**src/rtl/lsa_pkg.sv**
```systemverilog
// package: constants, register map and types for the line scan trigger block
package lsa_pkg;
  localparam int unsigned CLK_HZ          = 100_000_000;
  localparam int unsigned MIN_PULSE_NS    = 1000;
  localparam int unsigned MIN_PULSE_CYC   = (MIN_PULSE_NS * (CLK_HZ / 1_000_000) + 999) / 1000;
  localparam int unsigned MAX_RATE_HZ     = 18000;
  localparam int unsigned MIN_PERIOD_CYC  = (CLK_HZ + MAX_RATE_HZ - 1) / MAX_RATE_HZ;
  localparam int unsigned FILT_W          = 8;
  localparam int unsigned CNT_W           = 24;

  localparam logic [3:0]  ADDR_CMD        = 4'h0;
  localparam logic [3:0]  ADDR_FRAME_CFG  = 4'h1;
  localparam logic [3:0]  ADDR_LINE_CFG   = 4'h2;
  localparam logic [3:0]  ADDR_PERIOD     = 4'h3;
  localparam logic [3:0]  ADDR_HEIGHT     = 4'h4;
  localparam logic [3:0]  ADDR_STROBE     = 4'h5;
  localparam logic [3:0]  ADDR_STATUS     = 4'h6;
  localparam logic [3:0]  ADDR_LINES      = 4'h7;
  localparam logic [3:0]  ADDR_ID         = 4'h8;
  // arbitrary identification value
  localparam logic [31:0] ID_VALUE        = 32'h0001_5ca0;

  localparam int unsigned CMD_START_BIT   = 0;
  localparam int unsigned CMD_STOP_BIT    = 1;

  localparam logic [CNT_W-1:0] PERIOD_RST = 24'h001388;
  localparam logic [15:0]      HEIGHT_RST = 16'h0400;
  localparam logic [15:0]      STROBE_RST = 16'h0064;

  typedef enum logic [2:0] {
    ACT_RISE  = 3'b000,
    ACT_FALL  = 3'b001,
    ACT_ANY   = 3'b010,
    ACT_HIGH  = 3'b011,
    ACT_LOW   = 3'b100
  } lsa_act_t;

  typedef struct packed {
    logic     mode_on;
    logic     source_b;
    lsa_act_t act;
  } lsa_trig_cfg_t;

  typedef enum logic [1:0] {
    GATE_IDLE  = 2'b00,
    GATE_OPEN  = 2'b01,
    GATE_WAIT  = 2'b10
  } lsa_gate_t;

  typedef struct packed {
    logic [3:0]  address;
    logic        read;
    logic        write;
    logic [31:0] writedata;
  } lsa_av_req_t;

  typedef struct packed {
    logic [31:0] readdata;
    logic        waitrequest;
  } lsa_av_rsp_t;
endpackage

```
**src/rtl/lsa_trig_filter.sv**
```systemverilog
// input conditioner: synchroniser plus minimum pulse width filter
`timescale 1ns/1ps
`default_nettype none
module lsa_trig_filter (
  input  wire logic clk,
  input  wire logic resetn,
  input  wire logic raw_in,
  output var  logic clean
);
  typedef struct packed {
    logic                           s1;
    logic                           s2;
    logic                           level;
    logic [lsa_pkg::FILT_W-1:0]     cnt;
  } lsa_filt_st_t;

  lsa_filt_st_t st_reg;
  lsa_filt_st_t st_next;

  always_comb begin
    st_next    = st_reg;
    st_next.s1 = raw_in;
    st_next.s2 = st_reg.s1;
    // level only flips after the new value held for the full minimum width
    if (st_reg.s2 == st_reg.level) begin
      st_next.cnt = '0;
    end else if (st_reg.cnt == lsa_pkg::FILT_W'(lsa_pkg::MIN_PULSE_CYC - 1)) begin
      st_next.level = st_reg.s2;
      st_next.cnt   = '0;
    end else begin
      st_next.cnt = st_reg.cnt + 1'b1;
    end
  end

  always_ff @(posedge clk or negedge resetn) begin
    if (!resetn) begin
      st_reg <= '0;
    end else begin
      st_reg <= st_next;
    end
  end

  assign clean = st_reg.level;
endmodule
`default_nettype wire

```
**src/rtl/lsa_trigger_ctrl.sv**
```systemverilog
// acquisition and trigger control with avalon-mm register slave
// Operation
// trigger pulses shorter than one microsecond are discarded.
// two independent external trigger lines, each selectable for frame or line.
// strobe output pulse is synchronised with the internal line start.
// no lines are acquired before an acquisition start command.
// acquisition stop immediately ends the ability to acquire.
// only continuous mode; start stays in force until stop.
// after stop, nothing is acquired until a new start arrives.
// line starts act only while the frame gate is valid.
// frame trigger source selectable: internal, line a or line b.
// frame trigger mode has two values, off and on.
// with frame mode off, gate opens as soon as start arrives.
// internal gate stays valid until a frame of lines completes.
// internal gate reopens automatically for the next frame, indefinitely.
// stop forces the gate invalid until acquisition restarts.
// edge activation opens gate on edge until a frame is done.
// level activation holds gate valid while input is at that level; the code opens it only on an edge into that level.
// line mode off generates lines at programmed rate clamped to maximum.
// line mode on starts one line per selected edge on chosen input.
// external inputs are synchronised before width check or edge detection.
// frame height in lines is a configurable count closing the gate.
`timescale 1ns/1ps
`default_nettype none
module lsa_trigger_ctrl (
  input  wire logic                 clk,
  input  wire logic                 resetn,
  input  wire lsa_pkg::lsa_av_req_t av_req,
  output var  lsa_pkg::lsa_av_rsp_t av_rsp,
  input  wire logic                 ext_trig_line_a,
  input  wire logic                 ext_trig_line_b,
  output var  logic                 strobe_out,
  output var  logic                 line_start,
  output var  logic                 frame_valid
);
  typedef struct packed {
    logic                              acq_on;
    lsa_pkg::lsa_trig_cfg_t            frame_cfg;
    lsa_pkg::lsa_trig_cfg_t            line_cfg;
    logic [lsa_pkg::CNT_W-1:0]         period;
    logic [15:0]                       height;
    logic [15:0]                       strobe_w;
    lsa_pkg::lsa_gate_t                gate;
    logic [15:0]                       line_cnt;
    logic [lsa_pkg::CNT_W-1:0]         rate_cnt;
    logic [15:0]                       strobe_cnt;
    logic                              strobe;
    logic                              line_pulse;
    logic                              a_d;
    logic                              b_d;
    logic                              ack;
    logic [31:0]                       rdata;
    logic [31:0]                       lines_total;
  } lsa_st_t;

  lsa_st_t st_reg;
  lsa_st_t st_next;
  logic    a_clean;
  logic    b_clean;

  lsa_trig_filter u_filt_a (
    .clk    (clk),
    .resetn (resetn),
    .raw_in (ext_trig_line_a),
    .clean  (a_clean)
  );

  lsa_trig_filter u_filt_b (
    .clk    (clk),
    .resetn (resetn),
    .raw_in (ext_trig_line_b),
    .clean  (b_clean)
  );

  // edge match for a given activation, used for both frame and line triggers
  function automatic logic edge_hit(input lsa_pkg::lsa_act_t act, input logic cur, input logic prev);
    logic rise;
    logic fall;
    rise = cur & ~prev;
    fall = ~cur & prev;
    case (act)
      lsa_pkg::ACT_RISE: edge_hit = rise;
      lsa_pkg::ACT_FALL: edge_hit = fall;
      lsa_pkg::ACT_ANY:  edge_hit = rise | fall;
      lsa_pkg::ACT_HIGH: edge_hit = rise;
      lsa_pkg::ACT_LOW:  edge_hit = fall;
      default:           edge_hit = 1'b0;
    endcase
  endfunction

  function automatic logic [31:0] cfg_word(input lsa_pkg::lsa_trig_cfg_t c);
    cfg_word = {27'h0, c};
  endfunction

  logic                      f_cur;
  logic                      f_prev;
  logic                      l_cur;
  logic                      l_prev;
  logic                      f_edge;
  logic                      l_edge;
  logic                      f_level;
  logic                      wr_hit;
  logic                      rd_hit;
  logic                      start_cmd;
  logic                      stop_cmd;
  logic                      fire;
  logic                      frame_done;
  logic [lsa_pkg::CNT_W-1:0] eff_period;

  always_comb begin
    st_next            = st_reg;
    st_next.line_pulse = 1'b0;
    wr_hit    = av_req.write & ~st_reg.ack;
    rd_hit    = av_req.read & ~st_reg.ack;
    start_cmd = wr_hit && av_req.address == lsa_pkg::ADDR_CMD
                && av_req.writedata[lsa_pkg::CMD_START_BIT];
    stop_cmd  = wr_hit && av_req.address == lsa_pkg::ADDR_CMD
                && av_req.writedata[lsa_pkg::CMD_STOP_BIT];
    // either line may feed either trigger
    f_cur  = st_reg.frame_cfg.source_b ? b_clean : a_clean;
    f_prev = st_reg.frame_cfg.source_b ? st_reg.b_d : st_reg.a_d;
    l_cur  = st_reg.line_cfg.source_b ? b_clean : a_clean;
    l_prev = st_reg.line_cfg.source_b ? st_reg.b_d : st_reg.a_d;
    f_edge = edge_hit(st_reg.frame_cfg.act, f_cur, f_prev);
    l_edge = edge_hit(st_reg.line_cfg.act, l_cur, l_prev);
    f_level = (st_reg.frame_cfg.act == lsa_pkg::ACT_HIGH) ||
              (st_reg.frame_cfg.act == lsa_pkg::ACT_LOW);
    st_next.a_d = a_clean;
    st_next.b_d = b_clean;
    // programmed period never below the fastest allowed line period
    eff_period = (st_reg.period < lsa_pkg::CNT_W'(lsa_pkg::MIN_PERIOD_CYC)) ?
                 lsa_pkg::CNT_W'(lsa_pkg::MIN_PERIOD_CYC) : st_reg.period;
    frame_done = 1'b0;
    fire       = 1'b0;

    // line trigger generation
    if (st_reg.line_cfg.mode_on) begin
      fire = l_edge;
      st_next.rate_cnt = '0;
    end else if (st_reg.acq_on) begin
      if (st_reg.rate_cnt >= eff_period - 1'b1) begin
        st_next.rate_cnt = '0;
        fire = 1'b1;
      end else begin
        st_next.rate_cnt = st_reg.rate_cnt + 1'b1;
      end
    end else begin
      st_next.rate_cnt = '0;
    end
    // a line racing a stop write would pulse the strobe with no line behind it
    fire = fire & st_reg.acq_on & (st_reg.gate == lsa_pkg::GATE_OPEN) & ~stop_cmd;

    if (fire) begin
      st_next.line_pulse  = 1'b1;
      st_next.strobe      = 1'b1;
      st_next.strobe_cnt  = st_reg.strobe_w;
      st_next.lines_total = st_reg.lines_total + 1'b1;
      if (st_reg.line_cnt + 1'b1 >= st_reg.height) begin
        frame_done       = 1'b1;
        st_next.line_cnt = '0;
      end else begin
        st_next.line_cnt = st_reg.line_cnt + 1'b1;
      end
    end else if (st_reg.strobe_cnt > 16'h0001) begin
      st_next.strobe_cnt = st_reg.strobe_cnt - 1'b1;
    end else begin
      st_next.strobe_cnt = '0;
      st_next.strobe     = 1'b0;
    end

    // frame gate
    case (st_reg.gate)
      lsa_pkg::GATE_IDLE: begin
        if (st_reg.acq_on) begin
          if (!st_reg.frame_cfg.mode_on) begin
            st_next.gate = lsa_pkg::GATE_OPEN;
          end else begin
            st_next.gate = lsa_pkg::GATE_WAIT;
          end
        end
      end
      lsa_pkg::GATE_WAIT: begin
        if (!st_reg.frame_cfg.mode_on) begin
          st_next.gate = lsa_pkg::GATE_OPEN;
        end else if (f_edge) begin
          st_next.gate = lsa_pkg::GATE_OPEN;
        end
      end
      lsa_pkg::GATE_OPEN: begin
        if (st_reg.frame_cfg.mode_on && f_level) begin
          // level mode ignores frame height and follows the input
          if ((st_reg.frame_cfg.act == lsa_pkg::ACT_HIGH) != f_cur) begin
            st_next.gate     = lsa_pkg::GATE_WAIT;
            st_next.line_cnt = '0;
          end
        end else if (frame_done) begin
          // internal mode reopens on the next cycle, giving one idle gap
          st_next.gate = lsa_pkg::GATE_WAIT;
        end
      end
      default: st_next.gate = lsa_pkg::GATE_IDLE;
    endcase

    // host commands; stop wins when both bits are written together
    if (start_cmd) begin
      st_next.acq_on = 1'b1;
    end
    if (stop_cmd) begin
      st_next.acq_on     = 1'b0;
      st_next.gate       = lsa_pkg::GATE_IDLE;
      st_next.line_cnt   = '0;
      st_next.line_pulse = 1'b0;
    end else if (!st_reg.acq_on && !start_cmd) begin
      st_next.gate = lsa_pkg::GATE_IDLE;
    end

    // register writes and reads
    st_next.ack = (av_req.read | av_req.write) & ~st_reg.ack;
    if (wr_hit) begin
      case (av_req.address)
        lsa_pkg::ADDR_FRAME_CFG: st_next.frame_cfg = av_req.writedata[4:0];
        lsa_pkg::ADDR_LINE_CFG:  st_next.line_cfg  = av_req.writedata[4:0];
        lsa_pkg::ADDR_PERIOD:    st_next.period    = av_req.writedata[lsa_pkg::CNT_W-1:0];
        lsa_pkg::ADDR_HEIGHT:    st_next.height    = av_req.writedata[15:0];
        lsa_pkg::ADDR_STROBE:    st_next.strobe_w  = av_req.writedata[15:0];
        default: ;
      endcase
    end
    if (rd_hit) begin
      case (av_req.address)
        lsa_pkg::ADDR_FRAME_CFG: st_next.rdata = cfg_word(st_reg.frame_cfg);
        lsa_pkg::ADDR_LINE_CFG:  st_next.rdata = cfg_word(st_reg.line_cfg);
        lsa_pkg::ADDR_PERIOD:    st_next.rdata = {8'h0, st_reg.period};
        lsa_pkg::ADDR_HEIGHT:    st_next.rdata = {16'h0, st_reg.height};
        lsa_pkg::ADDR_STROBE:    st_next.rdata = {16'h0, st_reg.strobe_w};
        lsa_pkg::ADDR_STATUS:    st_next.rdata = {12'h0, st_reg.line_cnt, b_clean, a_clean,
                                                  st_reg.gate == lsa_pkg::GATE_OPEN, st_reg.acq_on};
        lsa_pkg::ADDR_LINES:     st_next.rdata = st_reg.lines_total;
        lsa_pkg::ADDR_ID:        st_next.rdata = lsa_pkg::ID_VALUE;
        default:                 st_next.rdata = 32'h0000_0000;
      endcase
    end
  end

  always_ff @(posedge clk or negedge resetn) begin
    if (!resetn) begin
      st_reg          <= '0;
      st_reg.period   <= lsa_pkg::PERIOD_RST;
      st_reg.height   <= lsa_pkg::HEIGHT_RST;
      st_reg.strobe_w <= lsa_pkg::STROBE_RST;
    end else begin
      st_reg <= st_next;
    end
  end

  // one wait state: waitrequest drops on the cycle after the request appears
  assign av_rsp.waitrequest = (av_req.read | av_req.write) & ~st_reg.ack;
  assign av_rsp.readdata    = st_reg.rdata;
  assign strobe_out         = st_reg.strobe;
  assign line_start         = st_reg.line_pulse;
  assign frame_valid        = st_reg.gate == lsa_pkg::GATE_OPEN;
endmodule
`default_nettype wire

```
**config.mk**
```make
export PLATFORM = sky130hd
export DESIGN_NAME = lsa_trigger_ctrl
export DESIGN_NICKNAME = d
export VERILOG_FILES = /design/src/rtl/lsa_pkg.sv /design/src/rtl/lsa_trig_filter.sv /design/src/rtl/lsa_trigger_ctrl.sv
export SDC_FILE = /design/constraint.sdc
export NUM_CORES = 1
export LEC_CHECK = 0
export ABC_AREA = 1
export BUFFER_PORTS_ARGS = -buffer_cell sky130_fd_sc_hd__buf_2
export CAP_MARGIN = 20
export CORE_MARGIN = 8
export CORE_UTILIZATION = 40
export DETAILED_ROUTE_END_ITERATION = 12
export GPL_TIMING_DRIVEN = 0
export SYNTH_ARGS = -nofsm -noshare
export SYNTH_HDL_FRONTEND = slang
export SYNTH_SLANG_ARGS = --single-unit
export TNS_END_PERCENT = 30
```
**constraint.sdc**
```tcl
create_clock -name clk -period 3.8 [get_ports clk]
set_input_delay 0.76 -clock clk [delete_from_list [all_inputs] [get_ports clk]]
set_output_delay 0.76 -clock clk [all_outputs]
set_load 0.03 [all_outputs]
```
==> results.py, run 1 <==
metrics = {
    "critical_path": {
        "endpoint": "st_reg[84]",
        "r2r-end": "st_reg[84]",
        "end_kind": "register",
        "crit_type": "register to register",
        "crit_fanout": 6,
        "reg2reg_from": "st_reg[174]",
        "arrival_ps": 4280,
        "crit_start": "st_reg[174]",
        "required_ps": 4190,
        "rr_worst_depth": 27,
        "start_kind": "register",
        "regToRegSetupSlack_ps": -90,
    },
    "finish": {
        "nFillCells": 3035,
        "diodes": 0,
        "fin_cells": 2200,
        "final_nets": 1873,
        "largest_register_ffs": 160,
        "finalInstanceArea_sq_um": 15300,
        "area_growth_pct": 20.2,
        "layout-drive-gt1-share_pct": 17.2,
    },
    "yosys": {
        "ys.warnings.count": 0,
        "ys_top_cells_by_count": "nand2_1, dfrtp_1, inv_1",
        "ys_async_sr_fraction_pct": 100,
        "synthFlopType": "dfrtp_1",
        "ys_top_cells_by_area": "dfrtp_1, nand2_1, inv_1, o21ai_0, ha_1",
        "netlist.area_leader.share_pct": 40.6,
        "synth-seq-cells": 216,
        "syn-mean-instance-area_sq_um": 7.78,
        "synth_edf_count": 0,
        "synth_fp_nets": 1732,
        "seq_area_frac_synth_pct": 42.5,
        "netlist_instances": 1638,
        "synth_top_cell_by_area": "dfrtp_1",
        "yosysMostFrequentCell": "nand2_1",
        "synth_cell_types": 46,
        "synth_area_sq_um": 12700,
    },
    "cts": {
        "cts_buffers": 26,
        "root_buffer": "clkbuf_16",
        "cts_tree": "done",
        "cts_buffer_depth": 3,
        "cts.sinks": 216,
        "clk_pin_slew_ps": 60,
        "cts-htree-levels": 1,
        "holdBufCountCts": 0,
        "clock_latency_ps": 540,
    },
    "sta": {
        "setup_ws_ps": -90.5,
        "setup_viol": 46,
        "finalHoldViolations": 0,
        "relSlewSlack_pct": 51.1,
        "period_minus_slack_ps": 3890,
        "fin_worst_skew_ps": 13.1,
        "slew_violations": 0,
        "holdWs_ps": 95.5,
        "worstMarginPinSlew_ps": 733,
        "fin_crit_sh_pct": 102,
        "rsz0062_at_grt": "yes",
        "fmax_mhz": 257,
    },
    "die": {
        "initial_core_util_pct": 40.5,
        "coreArea_sq_um": 31500,
        "num_io_pins": 78,
        "dieArea_sq_um": 37800,
        "die_w_microns": 195,
        "die_h_microns": 195,
        "num_rows": 65,
    },
    "global_routing": {
        "grt_max_degree": 97,
        "groute.usage.overall_pct": 20.5,
        "antenna_found_initial": 0,
        "grt_pass1_vias": 11500,
        "grt_remaining_overflow": 0,
        "grt_pass1_wl_microns": 62500,
    },
    "status": {
        "outcome": "finished with violations",
        "violations": "negative setup slack",
    },
    "routing": {
        "wl_per_cell_microns": 17.9,
        "routed_wl_microns": 39300,
        "first_iter_violations": 862,
        "via_per_inst": 5.24,
        "drtAntennaViolNets": 0,
        "post-route-drc-count": 0,
        "num_vias": 11500,
        "first_pass_iters": 5,
    },
    "placed_design": {
        "place_area_sq_um": 13700,
        "dp_hpwl_microns": 29400,
        "portBuffers": 69,
        "gp_congestion": 0.924,
        "placed_cells": 2111,
    },
    "hold_path": {
        "min_path_type": "input port to asynchronous set/reset pin",
    },
    "power": {
        "power_density_nw_per_um2": 524,
        "cellLeakagePower_uw": 0.00751,
        "ir_worst_vdd_mv": 0.534,
    },
    "flow_run": {
        "drv_cap": 0,
    },
}
-- cells in the final DEF, fill, tap and decap left out, types with 50 or more instances in the layout --
cell type  count
nand2_1      387
nor2_1       139
nor3_1        50
dfrtp_1      205
buf_4         69
buf_2         71
xor2_1        67
nand3_1       53
inv_1        201
ha_1          50
o21ai_0      116
-- worst min-delay path by stage --
stage | to | slack (ps) | cells after the start
finish | st_reg[99] | 100 | 1
floorplan | u_filt_a.st_reg[9] | 330 | 0
detailed placement | u_filt_b.st_reg[9] | 340 | 0
global placement | u_filt_b.st_reg[9] | 330 | 0
global route | st_reg[103] | 120 | 1
CTS | st_reg[99] | 100 | 1
-- report_power, final --
group	switching [uW]	total (uW)	leakage [uW]	internal [uW]
sequential	397	3100	0.00277	2710
clock	1010	2510	0.000417	1510
combinational	1490	2410	0.00433	922
-- critical path, stage by stage (launching register included) --
cell	delay [ps]
dfrtp_1	430
nor2_4	140
nand2_2	70
buf_4	140
nor2_2	120
nand3_2	110
nand2_4	90
buf_8	120
buf_6	130
nand3_2	100
nor2_2	160
nand2_1	110
nor2_4	150
buf_4	130
xor2_1	140
ha_1	250
a21oi_1	160
o21a_1	120
nand2_1	60
nand2_2	90
nand3_4	180
nand2_8	180
inv_8	50
buf_12	130
buf_12	130
buf_12	130
nand2_1	50
o21ai_1	70
-- logic make-up after synthesis --
group | after synthesis | synth area share [%]
multiplexers | 1 | 0.0883
XOR/XNOR | 86 | 5.91
flip-flops | 216 | 42.5
adder cells (fa/ha/maj) | 52 | 5.10
buffers and inverters | 281 | 9.69
AND/OR/NAND/NOR | 748 | 25.5
AO/OA/AOI/OAI | 254 | 11.2
-- metal layers --
metal  vias to the layer above  GRT usage (%)  part of all wire [%]
met4                         0           6.76                   3.5
met5                         -              0                     0
li1                       5582              -                     -
met1                      5474           27.7                    45
met3                        83           4.01                   7.2
met2                       396           32.4                    45
-- layout make-up --
| type | instances | area [sq um] | share of cell area (%) |
|---|---|---|---|
| Tap cell | 402 | 503 | 3.28 |
| Timing Repair Buffer | 113 | 833 | 5.44 |
| Buffer | 72 | 548 | 3.58 |
| Clock buffer | 36 | 708 | 4.62 |
| Clock inverter | 11 | 148 | 0.963 |
| Sequential cell | 216 | 5420 | 35.4 |
| Inverter | 209 | 795 | 5.18 |
| Multi-Input combinational cell | 1141 | 6370 | 41.6 |
-- metrics by stage --
stage | utilization (%) | TNS [ps] | worst slack [ps] | power (uW)
final | 48.7 | -1910 | -90.5 | 8030
after global routing | 48.7 | -15470 | -276 | 8490
after CTS | 48.2 | -425 | -29.9 | 7950
after detailed placement | 43.4 | -66460 | -1080 | 5200
after global placement | 43.2 | -468300 | -1950 | 5150
after floorplan | - | 0 | 69.3 | 4530
-- repair_timing --
action / in CTS / in global routing
gates resized for setup: 81 / 30
buffers inserted: 31 / 8
cloned: 3 / 0
pin swaps: 24 / 21
endpoints found under the hold margin: 0 / 0
setup endpoints to repair: 92 / 86
(Power assumes the default switching activity.)
==> run 2, diff against run 1 <==
--- a/config.mk
+++ b/config.mk
@@ -8,10 +8,11 @@
 export ABC_AREA = 1
 export BUFFER_PORTS_ARGS = -buffer_cell sky130_fd_sc_hd__buf_2
 export CAP_MARGIN = 20
-export CORE_MARGIN = 8
+export CORE_MARGIN = 5
 export CORE_UTILIZATION = 40
 export DETAILED_ROUTE_END_ITERATION = 12
 export GPL_TIMING_DRIVEN = 0
+export HOLD_SLACK_MARGIN = 0.15
 export SYNTH_ARGS = -nofsm -noshare
 export SYNTH_HDL_FRONTEND = slang
 export SYNTH_SLANG_ARGS = --single-unit
==> run 2 against run 1 <==
The run still ends with negative setup slack left. Register-to-register slack about the same. Clock power decreased by 10%. Die area decreased by 6.1%. Critical path type unchanged. First-iteration DRC count rose by 17%. Via count is 0.14% higher. Largest cell class unchanged. Routed wire length decreased by 0.29%. Maximum frequency about the same. Design area is 1.4% lower. Total power down 4.1%. Clock-buffer cell count grew 1. Worst hold slack improved by 150 ps.
==> results.py, run 2 (synthesis gave the netlist of run 1 again) <==
metrics = {
    "status": {
        "outcome": "finished with violations",
        "violations": "negative setup slack",
    },
    "finish": {
        "area_growth_pct": 18.6,
        "multi_input_area_sq_um": 6430,
        "layout_commonest_cell": "nand2_1",
        "post-route-util_pct": 48.0,
        "register_area_sq_um": 5420,
        "largest_register_ffs": 160,
        "layout-drive-gt1-share_pct": 17.1,
        "most-common-layout-cells": "nand2_1, dfrtp_1, inv_1",
        "diodes": 0,
        "nFillCells": 3167,
        "final_nets": 1861,
    },
    "critical_path": {
        "required_ps": 4260,
        "start_kind": "register",
        "endpoint": "st_reg[117]",
        "rr_worst_depth": 27,
        "regToRegSetupSlack_ps": -90,
        "crit_fanout": 5,
        "r2r-end": "st_reg[117]",
        "end_kind": "register",
        "arrival_ps": 4350,
        "crit_start": "st_reg[178]",
        "reg2reg_from": "st_reg[178]",
        "crit_type": "register to register",
    },
    "hold_path": {
        "min_path_type": "input port to asynchronous set/reset pin",
    },
    "cts": {
        "holdBufCountCts": 0,
        "clk_pin_slew_ps": 60,
        "cts-htree-levels": 1,
        "root_buffer": "clkbuf_16",
        "cts_buffers": 25,
        "cts_buffer_depth": 3,
        "clock_latency_ps": 540,
        "cts.sinks": 216,
        "cts_tree": "done",
    },
    "global_routing": {
        "grt_max_degree": 113,
        "grt_remaining_overflow": 0,
        "grt_pass1_wl_microns": 62000,
        "groute.usage.overall_pct": 21.7,
        "antenna_found_initial": 1,
        "grt_pass1_vias": 11200,
    },
    "die": {
        "num_io_pins": 78,
        "dieArea_sq_um": 35500,
        "num_rows": 65,
        "coreArea_sq_um": 31500,
        "die_w_microns": 189,
        "initial_core_util_pct": 40.5,
        "die_h_microns": 189,
    },
    "sta": {
        "slew_violations": 0,
        "relSlewSlack_pct": 43.3,
        "finalHoldViolations": 0,
        "fin_crit_sh_pct": 102,
        "period_minus_slack_ps": 3890,
        "fmax_mhz": 257,
        "fin_worst_skew_ps": 13.9,
        "setup_viol": 30,
        "setup_ws_ps": -87.0,
        "rsz0062_at_grt": "yes",
        "worstMarginPinSlew_ps": 850,
        "fin_setup_tns_ps": -985,
    },
    "placed_design": {
        "portBuffers": 69,
        "dp_hpwl_microns": 29300,
        "gp_congestion": 0.919,
    },
    "routing": {
        "post-route-drc-count": 0,
        "via_per_inst": 5.28,
        "first_pass_iters": 5,
        "drtAntennaViolNets": 0,
        "first_iter_violations": 1009,
        "routed_wl_microns": 39200,
        "wl_per_cell_microns": 17.9,
        "num_vias": 11600,
    },
    "power": {
        "cellLeakagePower_uw": 0.00742,
        "finalPower_uw": 7700,
        "ir_worst_vdd_mv": 0.333,
        "power_density_nw_per_um2": 509,
    },
    "flow_run": {
        "drv_cap": 0,
    },
}
run 2: cell count changes in the layout (fill, tap and decap cells not counted), sizes merged:
cell | before | now
inv | 208 | 209
clkbuf | 59 | 60
bufbuf | 2 | 0
bufinv | 3 | 0
buf | 160 | 151
run 2: worst min path at each step:
stage                   startpoint                   to  slack [ps]  depth (start not counted)
3_5_place_dp   u_filt_b.st_next[9]   u_filt_b.st_reg[9]         340                          0
2_1_floorplan  u_filt_a.st_next[9]   u_filt_a.st_reg[9]         330                          0
4_1_cts                     resetn          st_reg[102]         300                          1
5_1_grt            ext_trig_line_a  u_filt_a.st_next[9]         330                          1
3_3_place_gp   u_filt_b.st_next[9]   u_filt_b.st_reg[9]         330                          0
6_report                    resetn          st_reg[102]         250                          1
run 2: per-layer routing:
| metal | global-route usage [%] | wire length [microns] | vias up |
|---|---|---|---|
| met2 | 33.9 | 17700 | 352 |
| li1 | - | - | 5581 |
| met1 | 31.0 | 17900 | 5556 |
| met5 | 0 | 14 | - |
| met3 | 4.06 | 2590 | 60 |
| met4 | 5.94 | 1010 | 2 |
run 2: timing repair:
item,CTS,global route
setup endpoints to repair,92,92
cloned,4,1
buffers inserted,23,5
resized for setup,78,46
pin swaps,27,30
run 2: through the flow:
step,cells,setup slack [ps],hold WS (ps),cell area [sq um]
after global routing,2188,-329,329,15100
after global placement,2109,-1930,333,13600
after floorplan,1638,69.3,331,12700
after detailed placement,2110,-1100,337,13600
after CTS,2182,-57.2,303,14900
final,2188,-87.0,246,15100
run 2: final cells by class:
class,instances,share of cell area (%)
Timing Repair Buffer,103,4.77
Tap cell,402,3.33
Multi-Input combinational cell,1141,42.5
Buffer,71,3.41
Clock inverter,9,0.339
Inverter,209,5.22
Clock buffer,37,4.57
Sequential cell,216,35.8
run 2: worst max-delay path: stages, from the launching register on:
cell and delay [ps]:
dfrtp_1 400, nor2_2 150, nand4_1 180, nor2_4 180, nand2_4 70, buf_8 130, buf_8 120, nand2_4 60
ha_4 150, nand3_4 90, nor2_4 210, nand3_2 90, nor2_2 110, nand2_1 70, xor2_1 150, ha_1 270
nand2_1 60, nor2_2 100, nand4_1 90, nor2_1 140, nand2_2 90, nand3_4 170, nand2_8 100, buf_12 150
nor2_4 140, buf_6 170, nand2_2 60, a21oi_2 120
run 2: power by group:
part	total [uW]	switching, uW	internal, uW
clock	2250	989	1260
combinational	2350	1480	871
sequential	3100	393	2710
total	7700	2870	4840
